File: config.mk
export PLATFORM = sky130hd
export DESIGN_NAME = operand_buffer_shift_datapath
export DESIGN_NICKNAME = d
export VERILOG_FILES = /design/src/pkg/opbuf_pkg.sv /design/src/core/operand_buffer_shift_datapath.sv
export VERILOG_INCLUDE_DIRS = /design/src /design/src/pkg
export SDC_FILE = /design/constraint.sdc
export NUM_CORES = 1
export LEC_CHECK = 0
export ABC_AREA = 1
export BUFFER_PORTS_ARGS = -buffer_cell sky130_fd_sc_hd__clkbuf_2
export CAP_MARGIN = 20
export CORE_ASPECT_RATIO = 0.8
export CORE_UTILIZATION = 50
export CTS_CLUSTER_DIAMETER = 30
export DETAILED_ROUTE_END_ITERATION = 8
export PLACE_DENSITY_LB_ADDON = 0.2
export SLEW_MARGIN = 20
export SYNTH_ARGS = -nofsm -noshare
export SYNTH_HDL_FRONTEND = slang
export SYNTH_SLANG_ARGS = --single-unit
File: constraint.sdc
create_clock -name CLOCK -period 1.8 [get_ports CLOCK]
set_input_delay 0.09 -clock CLOCK [delete_from_list [all_inputs] [get_ports CLOCK]]
set_output_delay 0.09 -clock CLOCK [all_outputs]
set_load 0.05 [all_outputs]
File: src/pkg/opbuf_map.svh
/*
 Constants of the operand buffer and shift datapath: register offsets,
 field positions, reset values and select codes.
 Assumes inclusion by bare name from the package and the core.
*/
`ifndef OPBUF_MAP_SVH
`define OPBUF_MAP_SVH

// ----------------------------------------------------------------
// word and reset values
// ----------------------------------------------------------------
`define OPBUF_WORD_ZERO      16'h0000
`define OPBUF_STATUS_PAD     12'h000
`define OPBUF_CTRL_RESET     1'h0

// ----------------------------------------------------------------
// shift select codes of the working register
// ----------------------------------------------------------------
`define OPBUF_SEL_HOLD       2'h0
`define OPBUF_SEL_RIGHT      2'h1
`define OPBUF_SEL_LEFT       2'h2
`define OPBUF_SEL_LOAD       2'h3

// ----------------------------------------------------------------
// read-return select codes
// ----------------------------------------------------------------
`define OPBUF_RET_STATUS     2'h0
`define OPBUF_RET_WORKING    2'h1
`define OPBUF_RET_PAIR       2'h2
`define OPBUF_RET_BUFFER     2'h3

// ----------------------------------------------------------------
// general-purpose control code that routes the float high msb
// ----------------------------------------------------------------
`define OPBUF_GPC_FLOAT_MSB  3'h5

// ----------------------------------------------------------------
// avalon register map (byte addresses) and fields
// ----------------------------------------------------------------
`define OPBUF_ADDR_CTRL      4'h0
`define OPBUF_ADDR_BUFFER    4'h4
`define OPBUF_ADDR_WORKING   4'h8
`define OPBUF_ADDR_RETURN    4'hc
`define OPBUF_CTRL_FLOAT_BIT 0
`define OPBUF_DATA_ZERO      32'h0000_0000
`define OPBUF_PAD16          16'h0000
`define OPBUF_PAD31          31'h0000_0000

`endif

File: src/pkg/opbuf_pkg.sv
/*
 Types of the operand buffer and shift datapath.
 Assumes the map header sits beside it on the include path.
*/
`default_nettype none
`include "opbuf_map.svh"

package opbuf_pkg;

   // ----------------------------------------------------------------
   // pins from the host processor microword and timing generator
   // ----------------------------------------------------------------
   typedef struct packed {
      logic        first_timing_pulse;
      logic        second_timing_pulse;
      logic        third_timing_pulse;
      logic        buffer_load_en;
      logic        shift_select_hi;
      logic        shift_select_lo;
      logic [2:0]  general_purpose_ctl_code;
      logic        combined_arith_shift;
      logic        multiply_active;
      logic        divide_active;
      logic        alu_result_bit0;
      logic        quotient_bit;
      logic        float_high_msb;
      logic [1:0]  read_return_sel;
      logic [3:0]  extension_status_flags;
      logic [15:0] cpu_data_mux;
   } pin_in_t;

   // ----------------------------------------------------------------
   // contents exported to the rest of the extension
   // ----------------------------------------------------------------
   typedef struct packed {
      logic [15:0] operand_buffer;
      logic [15:0] working_shift_reg;
   } datapath_out_t;

endpackage
`default_nettype wire

File: src/core/operand_buffer_shift_datapath.sv
/*
 Operand buffer, working shift register and read-return multiplexer of
 an arithmetic instruction extension, with a small Avalon-MM slave.
 Assumes the processor pins are asynchronous to CLOCK and that every
 timing pulse stays high and low for at least two CLOCK periods.
*/
// The register addresses and the Avalon-MM slave port were chosen for this implementation.
`timescale 1ns/100ps
`default_nettype none
`include "opbuf_map.svh"

module operand_buffer_shift_datapath (
   input  wire logic                    CLOCK,
   input  wire logic                    RESET,
   input  wire opbuf_pkg::pin_in_t      PINS,
   output logic [15:0]                  READ_BUS,
   output opbuf_pkg::datapath_out_t     DATAPATH,
   input  wire logic [3:0]              AVS_ADDRESS,
   input  wire logic                    AVS_READ,
   input  wire logic                    AVS_WRITE,
   input  wire logic [3:0]              AVS_BYTEENABLE,
   input  wire logic [31:0]             AVS_WRITEDATA,
   output logic [31:0]                  AVS_READDATA,
   output logic                         AVS_WAITREQUEST
);
   import opbuf_pkg::*;

   // ----------------------------------------------------------------
   // pin synchroniser and pulse edge detection
   // ----------------------------------------------------------------
   pin_in_t     meta_reg;
   pin_in_t     sync_reg;
   pin_in_t     prev_reg;
   logic        fall_first;
   logic        fall_second;
   logic        fall_third;

   // two flops for every pin, a third stage to find the trailing edge
   always_ff @(posedge CLOCK) begin
      if (RESET) begin
         meta_reg <= '0;
         sync_reg <= '0;
         prev_reg <= '0;
      end else begin
         meta_reg <= PINS;
         sync_reg <= meta_reg;
         prev_reg <= sync_reg;
      end
   end

   // trailing edges; prev_reg holds the controls seen while the pulse was high
   assign fall_first  = prev_reg.first_timing_pulse  & ~sync_reg.first_timing_pulse;
   assign fall_second = prev_reg.second_timing_pulse & ~sync_reg.second_timing_pulse;
   assign fall_third  = prev_reg.third_timing_pulse  & ~sync_reg.third_timing_pulse;

   // ----------------------------------------------------------------
   // control register (software side)
   // ----------------------------------------------------------------
   logic        float_fitted_reg;
   logic        float_fitted_next;
   logic        ack_reg;
   logic        ack_next;
   logic [31:0] readdata_reg;
   logic [31:0] readdata_next;
   logic [15:0] read_bus_reg;
   logic [15:0] read_bus_next;

   // ----------------------------------------------------------------
   // operand buffer and working shift register
   // ----------------------------------------------------------------
   logic [15:0] operand_buffer_reg;
   logic [15:0] operand_buffer_next;
   logic [15:0] working_shift_reg;
   logic [15:0] working_shift_next;
   logic [1:0]  shift_select;
   logic        buffer_load_clock;
   logic        working_clock;
   logic        left_in;
   logic        right_in;

   assign shift_select      = {prev_reg.shift_select_hi, prev_reg.shift_select_lo};
   assign buffer_load_clock = (fall_first | fall_third) & prev_reg.buffer_load_en;
   assign working_clock     = fall_first | fall_second;

   // serial input at bit 0, used only by left shifts
   always_comb begin
      if (prev_reg.combined_arith_shift) begin
         left_in = 1'b0;
      end else if (float_fitted_reg &&
                   prev_reg.general_purpose_ctl_code == `OPBUF_GPC_FLOAT_MSB) begin
         left_in = prev_reg.float_high_msb;
      end else if (prev_reg.divide_active) begin
         left_in = prev_reg.quotient_bit;
      end else begin
         left_in = 1'b0;
      end
   end

   // serial input at bit 15, used only by right shifts
   always_comb begin
      if (prev_reg.multiply_active) begin
         right_in = prev_reg.alu_result_bit0;
      end else begin
         right_in = operand_buffer_reg[0];
      end
   end

   // next values of the two datapath registers
   always_comb begin
      operand_buffer_next = operand_buffer_reg;
      working_shift_next  = working_shift_reg;
      if (buffer_load_clock) begin
         operand_buffer_next = prev_reg.cpu_data_mux;
      end
      if (working_clock) begin
         case (shift_select)
            `OPBUF_SEL_HOLD: begin
               working_shift_next = working_shift_reg;
            end
            `OPBUF_SEL_RIGHT: begin
               working_shift_next = {right_in, working_shift_reg[15:1]};
            end
            `OPBUF_SEL_LEFT: begin
               working_shift_next = {working_shift_reg[14:0], left_in};
            end
            `OPBUF_SEL_LOAD: begin
               working_shift_next = operand_buffer_reg;
            end
            default: begin
               working_shift_next = working_shift_reg;
            end
         endcase
      end
   end

   // register stage of the datapath
   always_ff @(posedge CLOCK) begin
      if (RESET) begin
         operand_buffer_reg <= `OPBUF_WORD_ZERO;
         working_shift_reg  <= `OPBUF_WORD_ZERO;
      end else begin
         operand_buffer_reg <= operand_buffer_next;
         working_shift_reg  <= working_shift_next;
      end
   end

   // continuous export for other extension logic and test
   assign DATAPATH.operand_buffer    = operand_buffer_reg;
   assign DATAPATH.working_shift_reg = working_shift_reg;

   // ----------------------------------------------------------------
   // read-return multiplexer onto the processor read bus
   // ----------------------------------------------------------------
   function automatic logic [15:0] return_word(input logic [1:0]  sel,
                                               input logic [3:0]  flags,
                                               input logic [15:0] buf_word,
                                               input logic [15:0] work_word);
      logic [15:0] word;
      word = `OPBUF_WORD_ZERO;
      case (sel)
         `OPBUF_RET_STATUS:  word = {`OPBUF_STATUS_PAD, flags};
         `OPBUF_RET_WORKING: word = work_word;
         `OPBUF_RET_PAIR:    word = {buf_word[14:0], work_word[15]};
         `OPBUF_RET_BUFFER:  word = buf_word;
         default:            word = `OPBUF_WORD_ZERO;
      endcase
      return word;
   endfunction

   // return word chosen by the synchronised select
   always_comb begin
      read_bus_next = return_word(sync_reg.read_return_sel, sync_reg.extension_status_flags,
                                  operand_buffer_reg, working_shift_reg);
   end

   // register the read bus
   always_ff @(posedge CLOCK) begin
      if (RESET) begin
         read_bus_reg <= `OPBUF_WORD_ZERO;
      end else begin
         read_bus_reg <= read_bus_next;
      end
   end

   assign READ_BUS = read_bus_reg;

   // ----------------------------------------------------------------
   // avalon-mm slave: one wait state per access
   // ----------------------------------------------------------------
   // next acknowledge, control bit and read data; writes land in the wait-free cycle
   always_comb begin
      ack_next          = (AVS_READ | AVS_WRITE) & ~ack_reg;
      float_fitted_next = float_fitted_reg;
      readdata_next     = readdata_reg;
      if (AVS_WRITE && ack_reg && AVS_ADDRESS == `OPBUF_ADDR_CTRL && AVS_BYTEENABLE[0]) begin
         float_fitted_next = AVS_WRITEDATA[`OPBUF_CTRL_FLOAT_BIT];
      end
      if (AVS_READ && !ack_reg) begin
         case (AVS_ADDRESS)
            `OPBUF_ADDR_CTRL:    readdata_next = {`OPBUF_PAD31, float_fitted_reg};
            `OPBUF_ADDR_BUFFER:  readdata_next = {`OPBUF_PAD16, operand_buffer_reg};
            `OPBUF_ADDR_WORKING: readdata_next = {`OPBUF_PAD16, working_shift_reg};
            `OPBUF_ADDR_RETURN:  readdata_next = {`OPBUF_PAD16, read_bus_reg};
            default:             readdata_next = `OPBUF_DATA_ZERO;
         endcase
      end
   end

   // register stage of the bus slave
   always_ff @(posedge CLOCK) begin
      if (RESET) begin
         ack_reg          <= 1'b0;
         float_fitted_reg <= `OPBUF_CTRL_RESET;
         readdata_reg     <= `OPBUF_DATA_ZERO;
      end else begin
         ack_reg          <= ack_next;
         float_fitted_reg <= float_fitted_next;
         readdata_reg     <= readdata_next;
      end
   end

   // wait only in the first cycle of a request
   assign AVS_WAITREQUEST = (AVS_READ | AVS_WRITE) & ~ack_reg;
   assign AVS_READDATA    = readdata_reg;

   // ----------------------------------------------------------------
   // assertions
   // ----------------------------------------------------------------
   a_buffer_load_edge: assert property (@(posedge CLOCK) disable iff (RESET)
      (buffer_load_clock) |=> (operand_buffer_reg == $past(prev_reg.cpu_data_mux)))
      else $error("buffer missed a load on a trailing pulse edge");

   a_buffer_holds_idle: assert property (@(posedge CLOCK) disable iff (RESET)
      (!buffer_load_clock) |=> $stable(operand_buffer_reg))
      else $error("buffer changed without a load");

   a_working_no_pulse: assert property (@(posedge CLOCK) disable iff (RESET)
      (!(fall_first || fall_second)) |=> $stable(working_shift_reg))
      else $error("working register changed off pulse one or two");

   a_working_hold_code: assert property (@(posedge CLOCK) disable iff (RESET)
      (working_clock && shift_select == `OPBUF_SEL_HOLD) |=> $stable(working_shift_reg))
      else $error("hold code changed the working register");

   a_working_par_load: assert property (@(posedge CLOCK) disable iff (RESET)
      (working_clock && shift_select == `OPBUF_SEL_LOAD && !buffer_load_clock)
      |=> (working_shift_reg == operand_buffer_reg))
      else $error("parallel load did not copy the buffer");

   a_right_top_bit: assert property (@(posedge CLOCK) disable iff (RESET)
      (working_clock && shift_select == `OPBUF_SEL_RIGHT && !prev_reg.multiply_active)
      |=> (working_shift_reg[15] == $past(operand_buffer_reg[0])
           && working_shift_reg[14:0] == $past(working_shift_reg[15:1])))
      else $error("right shift did not take buffer bit zero");

   a_mult_top_bit: assert property (@(posedge CLOCK) disable iff (RESET)
      (working_clock && shift_select == `OPBUF_SEL_RIGHT && prev_reg.multiply_active)
      |=> (working_shift_reg[15] == $past(prev_reg.alu_result_bit0)))
      else $error("multiply shift did not take alu bit zero");

   a_combined_arith_shift_zero_in: assert property (@(posedge CLOCK) disable iff (RESET)
      (working_clock && shift_select == `OPBUF_SEL_LEFT && prev_reg.combined_arith_shift)
      |=> (working_shift_reg[0] == 1'b0))
      else $error("combined shift brought in a one");

   a_float_msb_gate: assert property (@(posedge CLOCK) disable iff (RESET)
      (working_clock && shift_select == `OPBUF_SEL_LEFT && !float_fitted_reg
       && !prev_reg.divide_active) |=> (working_shift_reg[0] == 1'b0))
      else $error("float source used without the float extension");

   a_return_pair: assert property (@(posedge CLOCK) disable iff (RESET)
      (sync_reg.read_return_sel == `OPBUF_RET_PAIR)
      |=> (READ_BUS == {$past(operand_buffer_reg[14:0]), $past(working_shift_reg[15])}))
      else $error("pair return not shifted left one");

   a_return_status: assert property (@(posedge CLOCK) disable iff (RESET)
      (sync_reg.read_return_sel == `OPBUF_RET_STATUS) |=> (READ_BUS[15:4] == `OPBUF_STATUS_PAD))
      else $error("status return upper bits not zero");

   a_bus_one_wait: assert property (@(posedge CLOCK) disable iff (RESET)
      (AVS_READ && AVS_WAITREQUEST) |=> (!AVS_WAITREQUEST))
      else $error("read waited more than one cycle");

   a_float_msb_feed: assert property (@(posedge CLOCK) disable iff (RESET)
      (working_clock && shift_select == `OPBUF_SEL_LEFT && float_fitted_reg
       && !prev_reg.combined_arith_shift
       && prev_reg.general_purpose_ctl_code == `OPBUF_GPC_FLOAT_MSB)
      |=> (working_shift_reg[0] == $past(prev_reg.float_high_msb)))
      else $error("code five did not feed the float high msb");

   a_ctrl_write_lands: assert property (@(posedge CLOCK) disable iff (RESET)
      (AVS_WRITE && !AVS_WAITREQUEST && AVS_ADDRESS == `OPBUF_ADDR_CTRL && AVS_BYTEENABLE[0])
      |=> (float_fitted_reg == $past(AVS_WRITEDATA[`OPBUF_CTRL_FLOAT_BIT])))
      else $error("control write did not land");

endmodule
`default_nettype wire

# Word-level counts from Yosys, hierarchy flattened
# Index checks and enable logic that the tools add are counted.
[word_totals]
regBits = 187
input_bits = 81
output_inout_bits = 81
elab_cells = 92
[classes]
eq_ne = 10
n_mux = 7
bitwise = 13
reduce_logical = 10
[ops]
columns = ["op", "count"]
rows = [
  ["case mux 16 bit (4 select lines)", 2],
  ["case mux 16 bit (3 select lines)", 1],
  ["== test 2 bit (second input constant)", 4],
  ["== test 4 bit (second input constant)", 2],
  ["bitwise AND 1 bit", 5],
  ["logical AND 1 bit", 5],
  ["NOT 1 bit", 5],
  ["== test 2 x 1 -> 1 bit (second input constant)", 2],
  ["== test 4 x 3 -> 1 bit (second input constant)", 1],
  ["zero test 2 bit", 2],
  ["zero test 4 bit", 1],
  ["two-way mux 1 bit", 4],
  ["== test 3 bit (second input constant)", 1],
  ["OR 1 bit", 3],
  ["AND reduction 2 bit", 1],
  ["zero test 1 bit", 1],
]

# Depth between registers and ports, before layout
# Gate-level depths: netlist (run 1).
[logic_depth]
ltp_word = 5
depth_mapped = 8
depth_no_buf = 7

# Worst setup path before layout (run 1)
# No wires, ideal clock.
[synth_timing]
path_type = "reg-to-reg"
start = "register operand_buffer_reg[6]"
end = "register working_shift_reg[6]"
setup_ns = 0.070
arrival_ns = 1.129
required_time_ns = 1.730
path_slack_ns = 0.601
path_stages_with_launch = 5
n_path_buf = 0
period_less_slack_ns = 1.199
path_cell_list = "dfxtp_1 > inv_1 > o22ai_1 > a21oi_1 > a21oi_1"
[synth_between]
elab_chain_len = 1
[synth_rtl]
columns = ["item", "line_no", "text"]
rows = [
  ["start, declared", "operand_buffer_shift_datapath.sv:71", "logic [15:0] operand_buffer_reg;"],
  ["start signal, assigned", "operand_buffer_shift_datapath.sv:139", "operand_buffer_reg <= `OPBUF_WORD_ZERO;"],
  ["start signal, assigned", "operand_buffer_shift_datapath.sv:142", "operand_buffer_reg <= operand_buffer_next;"],
  ["case mux 16 bit (3 select lines)", "operand_buffer_shift_datapath.sv:116", "case (shift_select)"],
  ["end signal, assigned", "operand_buffer_shift_datapath.sv:140", "working_shift_reg <= `OPBUF_WORD_ZERO;"],
  ["end signal, assigned", "operand_buffer_shift_datapath.sv:143", "working_shift_reg <= working_shift_next;"],
  ["end, declared", "operand_buffer_shift_datapath.sv:73", "logic [15:0] working_shift_reg;"],
]
# No other way between the ends.
# A chain may end at the register's enable or synchronous reset.

# Final worst setup path (run 1)
[layout_timing]
start = "register sync_reg[21] (netlist bit)"
end = "register read_bus_reg[13] (netlist: READ_BUS[13])"
[layout_between]
elab_chain_len = 2
elab_cells_between_ends = 5
classes_between = "eq/ne (3); mux (1); reduce/logical (1)"
[layout_rtl]
columns = ["item", "line_no", "text"]
rows = [
  ["start, declared", "operand_buffer_shift_datapath.sv:32", "pin_in_t sync_reg;"],
  ["start signal, assigned", "operand_buffer_shift_datapath.sv:46", "sync_reg <= meta_reg;"],
  ["== test 2 bit, or another cell as far along", "operand_buffer_shift_datapath.sv:160", "case (sel)"],
  ["case mux 16 bit (4 select lines) *", "operand_buffer_shift_datapath.sv:160", ""],
  ["end signal, assigned", "operand_buffer_shift_datapath.sv:179", "read_bus_reg <= `OPBUF_WORD_ZERO;"],
  ["end signal, assigned", "operand_buffer_shift_datapath.sv:181", "read_bus_reg <= read_bus_next;"],
  ["end, declared", "operand_buffer_shift_datapath.sv:65", "logic [15:0] read_bus_reg;"],
]
# Mark *: on every way between the ends. The rest lies on a longest branch, timed or not.

==> flow_summary.toml, run 1 <==
[status]
outcome = "complete, no violations"

[clock_tree]
clk_latency_ns = 0.42
cts_buffers = 17
post_cts_buffers = 0
cts_sinks = 171
cts_tree = "built"
post_cts_resized = 0
cts.path.max_buffers = 2
path_clk_slew_ns = 0.07
cts_max_level = 4
root_buffer = "clkbuf_16"

[timing]
fmax_mhz = 682
period_share_pct = 81.5
fin_setup_tns_ns = 0
relSlewSlack_pct = 54.5
fin_skew_ns = 0.00888
slew_violations = 0
grt_setup_unrepaired = "no"
hold_viol_final = 0
setup_viol = 0
worst_pin_slew_ns = 0.681
period_needed_ns = 1.47

[synthesis]
synth_cell_type_count = 24
synth.largest_area_cell = "dfxtp_1"
syn_area_per_cell_sq_um = 7.81
ys_top_cells_by_area = "dfxtp_1 (55%), inv_1 (9.6%), nor2_1 (7.0%), a21oi_1 (5.3%), nand2_1 (5.0%)"
syn_inst = 798
ys_ff_latch = 171
ys_seq_area_share_pct = 54.9
synth_top_area_share_pct = 54.9
netlist_area_sq_um = 6230
yosys_warnings = 0

[finish]
multi_input_area_sq_um = 1940
fillers = 1062
post_route_cells_drive_above_1_share_pct = 16.7
final_nets = 1019
syn_to_final_growth_pct = 25.5
n_antenna_cell = 0
seq_area_sq_um = 3420
fin_area_sq_um = 7820

[die]
die_x_microns = 127
start_util_pct = 51.3
die_h_microns = 102
coreArea_sq_um = 12200
pin_count = 162
die-area_sq_um = 12900
rows = 36

[route]
avgRoutedWirePerCell_microns = 11.9
routed_wl_microns = 13200
via_per_inst = 4.62
route.detailed.drc = 0
vias = 5097
firstDrtPassIters = 5
ant_nets = 0
drtIter0Drc = 269

[placed_design]
hpwl_microns = 8670
gp_congestion = 0.892
placed_cell_area_sq_um = 6810
port_buffers = 111

[worst_setup_path]
arrival_ns = 1.76
crit_type = "reg -> reg"
critPathRequiredTime_ns = 2.10
cp-start-kind = "flop"
critPathMaxFanout = 11
end_kind = "flop"

[worst_hold_path]
hp-class = "in -> reg"

[global_route]
grt_pass1_vias = 4580
met1_usage_pct = 30.8
grt_use_total_pct = 21.5
grt_overflow = 0
use_met2_pct = 31.1
top_usage_layer = "met2"
grt_max_degree = 123
antenna_found_initial = 0
grt_pass1_wl_microns = 21800
grt_use_met3_pct = 5.39

[power]
peakVddDrop_mv = 0.763
p_leak_nw = 3.60
power-per-cell-area_nw_per_um2 = 1050

[job]
drv_cap = 0
[metal layers]
metal	vias to the layer above	wire length, microns
met4	0	168
met5	-	0
li1	2711	-
met2	189	5330
met3	18	909
met1	2179	6750
[where the power goes]
group | internal, mW | switching [mW]
Clock | 2.22 | 1.53
Sequential | 3.89 | 0.0446
Combinational | 0.179 | 0.356
[stage by stage]
step	power, mW	setup WS, ns	cells	util, %	hold slack (ns)
after detailed placement	4.49	0.349	1031	56.0	0.285
after global placement	4.48	0.392	1031	56.0	0.285
after CTS	8.29	0.345	1103	64.3	0.0309
final	8.22	0.333	1103	64.3	0.0395
after global routing	8.53	0.144	1103	64.3	0.0828
after floorplan	4.39	0.601	813	-	0.197
[final timing paths]
check | startpoint | end | slack [ns] | depth (start not counted)
worst min register to register | meta_reg[25] | sync_reg[25] | 0.39 | 2
worst max-delay path | sync_reg[21] | READ_BUS[13] | 0.33 | 5
worst max register to register | sync_reg[21] | READ_BUS[13] | 0.33 | 5
worst min-delay path | AVS_BYTEENABLE[0] | float_fitted_reg | 0.04 | 4
[timing repair]
action	in CTS	in global routing
endpoints found under the setup margin	0	0
endpoints found under the hold margin	39	0
hold buffers	40	0
[worst max-delay path, cell delays in order, from the launching register on]
cell and delay (ns):
dfxtp_1 0.37, clkinv_1 0.20, nand2_1 0.36, o22ai_1 0.11
o21ai_0 0.24, inv_1 0.08
[cell usage after synthesis]
library cell	number
nand2_2	1
a31oi_1	2
buf_4	17
buf_2	20
o221ai_1	7
inv_1	160
o211ai_1	2
inv_2	1
o21ai_0	48
dfxtp_1	171
nand3_1	51
nor3_1	7
a21oi_1	66
clkinv_1	1
clkbuf_1	15
nand2_1	83
nor3_4	1
nor2_4	1
o22ai_1	20
nor2_1	116
conb_1	1
nor2_2	3
nand4_1	1
buf_6	3
[cell type report]
class | instances | share of cell area (%)
Clock inverter | 14 | 2.35
Inverter | 162 | 7.77
Multi-Input combinational cell | 425 | 24.8
Tap cell | 152 | 2.43
Clock buffer | 18 | 5.49
Timing Repair Buffer | 161 | 13.4
Sequential cell | 171 | 43.8
[logic make-up (layout without fill, tap and decap cells)]
logic type	count (synthesis)	in the layout	share of synthesized area (%)
simple gates	264	264	17.6
other cells	1	16	0.0602
buf+inv	217	355	14.9
compound gates	145	145	12.6
flops	171	171	54.9
[cell usage in the layout (no fill, tap or decap), types with 2 or more instances in the layout]
| master | synthesis | layout |
|---|---|---|
| dfxtp_1 | 171 | 171 |
| inv_1 | 160 | 160 |
| nor2_1 | 116 | 116 |
| clkbuf_2 | 0 | 110 |
| nand2_1 | 83 | 83 |
| a21oi_1 | 66 | 66 |
| nand3_1 | 51 | 51 |
| o21ai_0 | 48 | 48 |
| dlygate4sd3_1 | 0 | 40 |
| o22ai_1 | 20 | 20 |
| clkbuf_16 | 0 | 17 |
| conb_1 | 1 | 16 |
| buf_4 | 17 | 10 |
| nor3_1 | 7 | 7 |
| o221ai_1 | 7 | 7 |
| nor2_2 | 3 | 3 |
| bufinv_16 | 0 | 3 |
| inv_6 | 0 | 3 |
| clkinvlp_4 | 0 | 3 |
| o211ai_1 | 2 | 2 |
| a31oi_1 | 2 | 2 |
| inv_8 | 0 | 2 |
| clkinv_4 | 0 | 2 |
Note: power is estimated with default switching activity, not from simulation.
==> run 2, diff against run 1 <==
==> constraint.sdc (replaced) <==
create_clock -name CLOCK -period 1.38 [get_ports CLOCK]
set_input_delay 0.069 -clock CLOCK [delete_from_list [all_inputs] [get_ports CLOCK]]
set_output_delay 0.069 -clock CLOCK [all_outputs]
set_load 0.05 [all_outputs]
==> flow_summary.toml, run 2 (same netlist as run 1, synthesis figures left out) <==
[die]
rows = 36
pin_count = 162
die-area_sq_um = 12900
die_x_microns = 127
coreArea_sq_um = 12200
start_util_pct = 51.3
die_h_microns = 102

[clock_tree]
cts_buffers = 17
cts_sinks = 171
cts_max_level = 4
cts_tree = "built"
clk_latency_ns = 0.42
cts.path.max_buffers = 2
root_buffer = "clkbuf_16"
path_clk_slew_ns = 0.06

[worst_setup_path]
arrival_ns = 1.24
crit_cells = 1
cp-start-kind = "flop"
crit_type = "reg -> out"
r2r_cells = 5
reg2reg_to = "working_shift_reg[13]"
critPathCapture = "DATAPATH[15]"
path_cells = "buf_2"
slowest_delay_ns = 0.49
critPathSlowestCell = "dfxtp_1"
r2r_slack_ns = 0.16
crit_buf_inv = 1
cp-startpoint = "working_shift_reg[15]"
r2r-start = "prev_reg[32]"
crit_family = "flip-flops"
end_kind = "output port"
critPathMaxFanout = 6
critPathRequiredTime_ns = 1.31

[route]
avgRoutedWirePerCell_microns = 11.9
vias = 5219
via_per_inst = 4.68
ant_nets = 0
drtIter0Drc = 285
route.detailed.drc = 0
firstDrtPassIters = 4
routed_wl_microns = 13300

[timing]
hold_viol_final = 0
fmax_mhz = 762
fin_skew_ns = 0.0111
grt_setup_unrepaired = "no"
setup_viol = 0
slew_violations = 0
fin_setup_tns_ns = 0
period_share_pct = 95.1
period_needed_ns = 1.31

[finish]
fillers = 1051
final_util_pct = 65.3
fin_area_sq_um = 7940
post_route_cells_drive_above_1_share_pct = 17.7
syn_to_final_growth_pct = 27.4
final_common_cell = "dfxtp_1"
final_cell_mix = "dfxtp_1 (171), inv_1 (160), nor2_1 (116)"
n_antenna_cell = 0
final_nets = 1032
instances_no_fill = 1114

[placed_design]
port_buffers = 111
hpwl_microns = 9060
gp_congestion = 0.882
dp_cells = 1043
placed_cell_area_sq_um = 6950

[power]
power-per-cell-area_nw_per_um2 = 1320
peakVddDrop_mv = 0.862
fin_total_pwr_mw = 10.5
p_leak_nw = 3.67

[global_route]
antenna_found_initial = 0
grt_overflow = 0
grt_use_total_pct = 21.4
grt_pass1_wl_microns = 21600
grt_max_degree = 71
grt_pass1_vias = 4584

[job]
drv_cap = 0

[status]
outcome = "complete, no violations"

[worst_hold_path]
hp-class = "in -> reg"
hp-start = "AVS_BYTEENABLE[0]"
-- run 2: timing repair --
action                     4_1_cts  5_1_grt
setup endpoints to repair        0        7
hold buffers                    41        0
hold endpoints to repair        50        0
gates resized for setup          0        3
buffers inserted                 0        0
-- run 2: worst min-delay path, stage by stage --
cell	delay (ns)
clkbuf_2	0.08
nand3_1	0.10
nor3_1	0.06
nor2_1	0.08
-- run 2: layout make-up --
class                      count  area (sq um)  area share [%]
inverter                     162           608            7.66
sequential                   171          3420            43.1
multi-input combinational    425          1940            24.4
clock inverter                11           139            1.75
timing repair buffer         174          1200            15.1
tap                          152           190            2.40
clock buffer                  19           443            5.58
-- run 2: report_power, final --
group	internal (mW)	switching (mW)	total, mW
registers	5.08	0.0625	5.14
clock network	2.72	1.91	4.64
logic	0.260	0.467	0.727
-- run 2: metal layers --
layer	vias to the layer above	routed length, microns	track usage (%)
met4	0	170	8.42
met3	17	929	5.03
li1	2741	-	-
met1	2258	6710	30.7
met5	-	0	0
met2	203	5480	31.3
-- run 2: how the worst min path moves through the flow --
stage,to,slack [ns],depth (start not counted)
after floorplan,meta_reg[0],0.18,2
after global placement,meta_reg[26],0.26,3
after detailed placement,meta_reg[23],0.26,3
after CTS,float_fitted_reg,0.005,4
after global routing,float_fitted_reg,0.04,4
final,float_fitted_reg,0.01,4
-- run 2: through the flow --
stage	hold slack [ns]	setup slack (ns)
after floorplan	0.176	0.181
after detailed placement	0.264	0.142
after global placement	0.262	0.106
after CTS	0.00517	0.0409
final	0.0106	0.0680
after global routing	0.0382	0.0124
==> run 3, diff against run 2 <==
--- a/config.mk
+++ b/config.mk
@@ -14,6 +14,7 @@
 export CTS_CLUSTER_DIAMETER = 30
 export DETAILED_ROUTE_END_ITERATION = 8
 export PLACE_DENSITY_LB_ADDON = 0.2
+export RECOVER_POWER = 50
 export SLEW_MARGIN = 20
 export SYNTH_ARGS = -nofsm -noshare
 export SYNTH_HDL_FRONTEND = slang
==> flow_summary.toml, run 3 (same netlist as run 1, synthesis figures left out) <==
[power]
p_leak_nw = 3.67
peakVddDrop_mv = 0.860
power-per-cell-area_nw_per_um2 = 1320

[global_route]
grt_pass1_wl_microns = 21600
antenna_found_initial = 0
grt_overflow = 0
grt_pass1_vias = 4584
grt_use_total_pct = 21.4
grt_max_degree = 71

[clock_tree]
cts_tree = "built"
clk_latency_ns = 0.42
cts_buffers = 17
path_clk_slew_ns = 0.06
cts_sinks = 171
root_buffer = "clkbuf_16"
cts_max_level = 4
post_cts_buffers = 0
cts.path.max_buffers = 2

[worst_setup_path]
end_kind = "output port"
crit_type = "reg -> out"
cp-start-kind = "flop"
critPathRequiredTime_ns = 1.31
arrival_ns = 1.25
crit_buf_inv = 1
slowest_delay_ns = 0.50
critPathMaxFanout = 6
path_cells = "buf_2"
crit_family = "flip-flops"
critPathSlowestCell = "dfxtp_1"

[route]
drtIter0Drc = 301
route.detailed.drc = 0
routed_wl_microns = 13300
avgRoutedWirePerCell_microns = 12.0
via_per_inst = 4.72
firstDrtPassIters = 5
vias = 5261
ant_nets = 0

[finish]
syn_to_final_growth_pct = 27.3
final_nets = 1032
final_cell_mix = "dfxtp_1 (171), inv_1 (160), nor2_1 (116)"
n_antenna_cell = 0
final_common_cell = "dfxtp_1"
post_route_cells_drive_above_1_share_pct = 17.7
fillers = 1052

[timing]
setup_viol = 0
slew_violations = 0
fmax_mhz = 759
fin_skew_ns = 0.0109
hold_viol_final = 0
period_needed_ns = 1.32
relSlewSlack_pct = 56.9
grt_setup_unrepaired = "no"
worst_pin_slew_ns = 0.647
fin_setup_tns_ns = 0
whs_ns = 0.0115
period_share_pct = 95.4

[placed_design]
hpwl_microns = 9060
gp_congestion = 0.882
port_buffers = 111

[worst_hold_path]
hp-class = "in -> reg"

[status]
outcome = "complete, no violations"

[die]
rows = 36
coreArea_sq_um = 12200
pin_count = 162
die-area_sq_um = 12900
start_util_pct = 51.3
die_h_microns = 102
die_x_microns = 127

[job]
drv_cap = 0
==> run 3: cell count changes in the layout (fill, tap and decap cells not counted) <==
cell,before,now
buf_4,18,17
buf_2,1,2
==> run 3: routing by layer <==
layer  track usage, %  vias up  wire length [microns]
met2             31.3      220                   5420
li1                 -     2748                      -
met1             30.7     2272                   6700
met5                0        -                      0
met3             5.03       21                    974
met4             8.42        0                    222
==> run 3: layout make-up <==
class                           count  area (sq um)  area share, %
Tap cell                          152           190           2.40
Multi-Input combinational cell    425          1940           24.4
Clock inverter                     11           139           1.75
Timing Repair Buffer              174          1190           15.0
Sequential cell                   171          3420           43.1
Inverter                          162           608           7.66
Clock buffer                       19           443           5.58
==> run 3: power by group <==
group	switching, mW	leakage [nW]	internal [mW]
combinational	0.467	1.99	0.259
clock	1.91	0.278	2.73
sequential	0.0621	1.40	5.08
==> run 3: path summary, 6_finish.rpt <==
path,startpoint,end,slack [ns],cells past startpoint
worst min-delay path,AVS_BYTEENABLE[0],float_fitted_reg,0.01,4
worst min register to register,sync_reg[2],prev_reg[2],0.40,2
worst max-delay path,working_shift_reg[15],DATAPATH[15],0.06,1
worst max register to register,prev_reg[32],working_shift_reg[14],0.16,5
==> run 3: what timing repair did <==
| item | 4_1_cts | 5_1_grt |
|---|---|---|
| endpoints found under the hold margin | 50 | 0 |
| setup endpoints to repair | 0 | 7 |
| resized for setup | 0 | 3 |
| hold buffers | 41 | 0 |
==> run 3: stage by stage <==
stage / cell area [sq um] / utilization (%) / power (mW) / setup WS, ns / std cells
3_3_place_gp: 6950 / 57.1 / 5.88 / 0.106 / 1043
2_1_floorplan: 6290 / - / 5.73 / 0.181 / 813
4_1_cts: 7940 / 65.3 / 10.6 / 0.0409 / 1114
5_1_grt: 7940 / 65.3 / 10.9 / 0.0124 / 1114
6_report: 7940 / 65.3 / 10.5 / 0.0629 / 1114
3_5_place_dp: 6950 / 57.1 / 5.89 / 0.142 / 1043
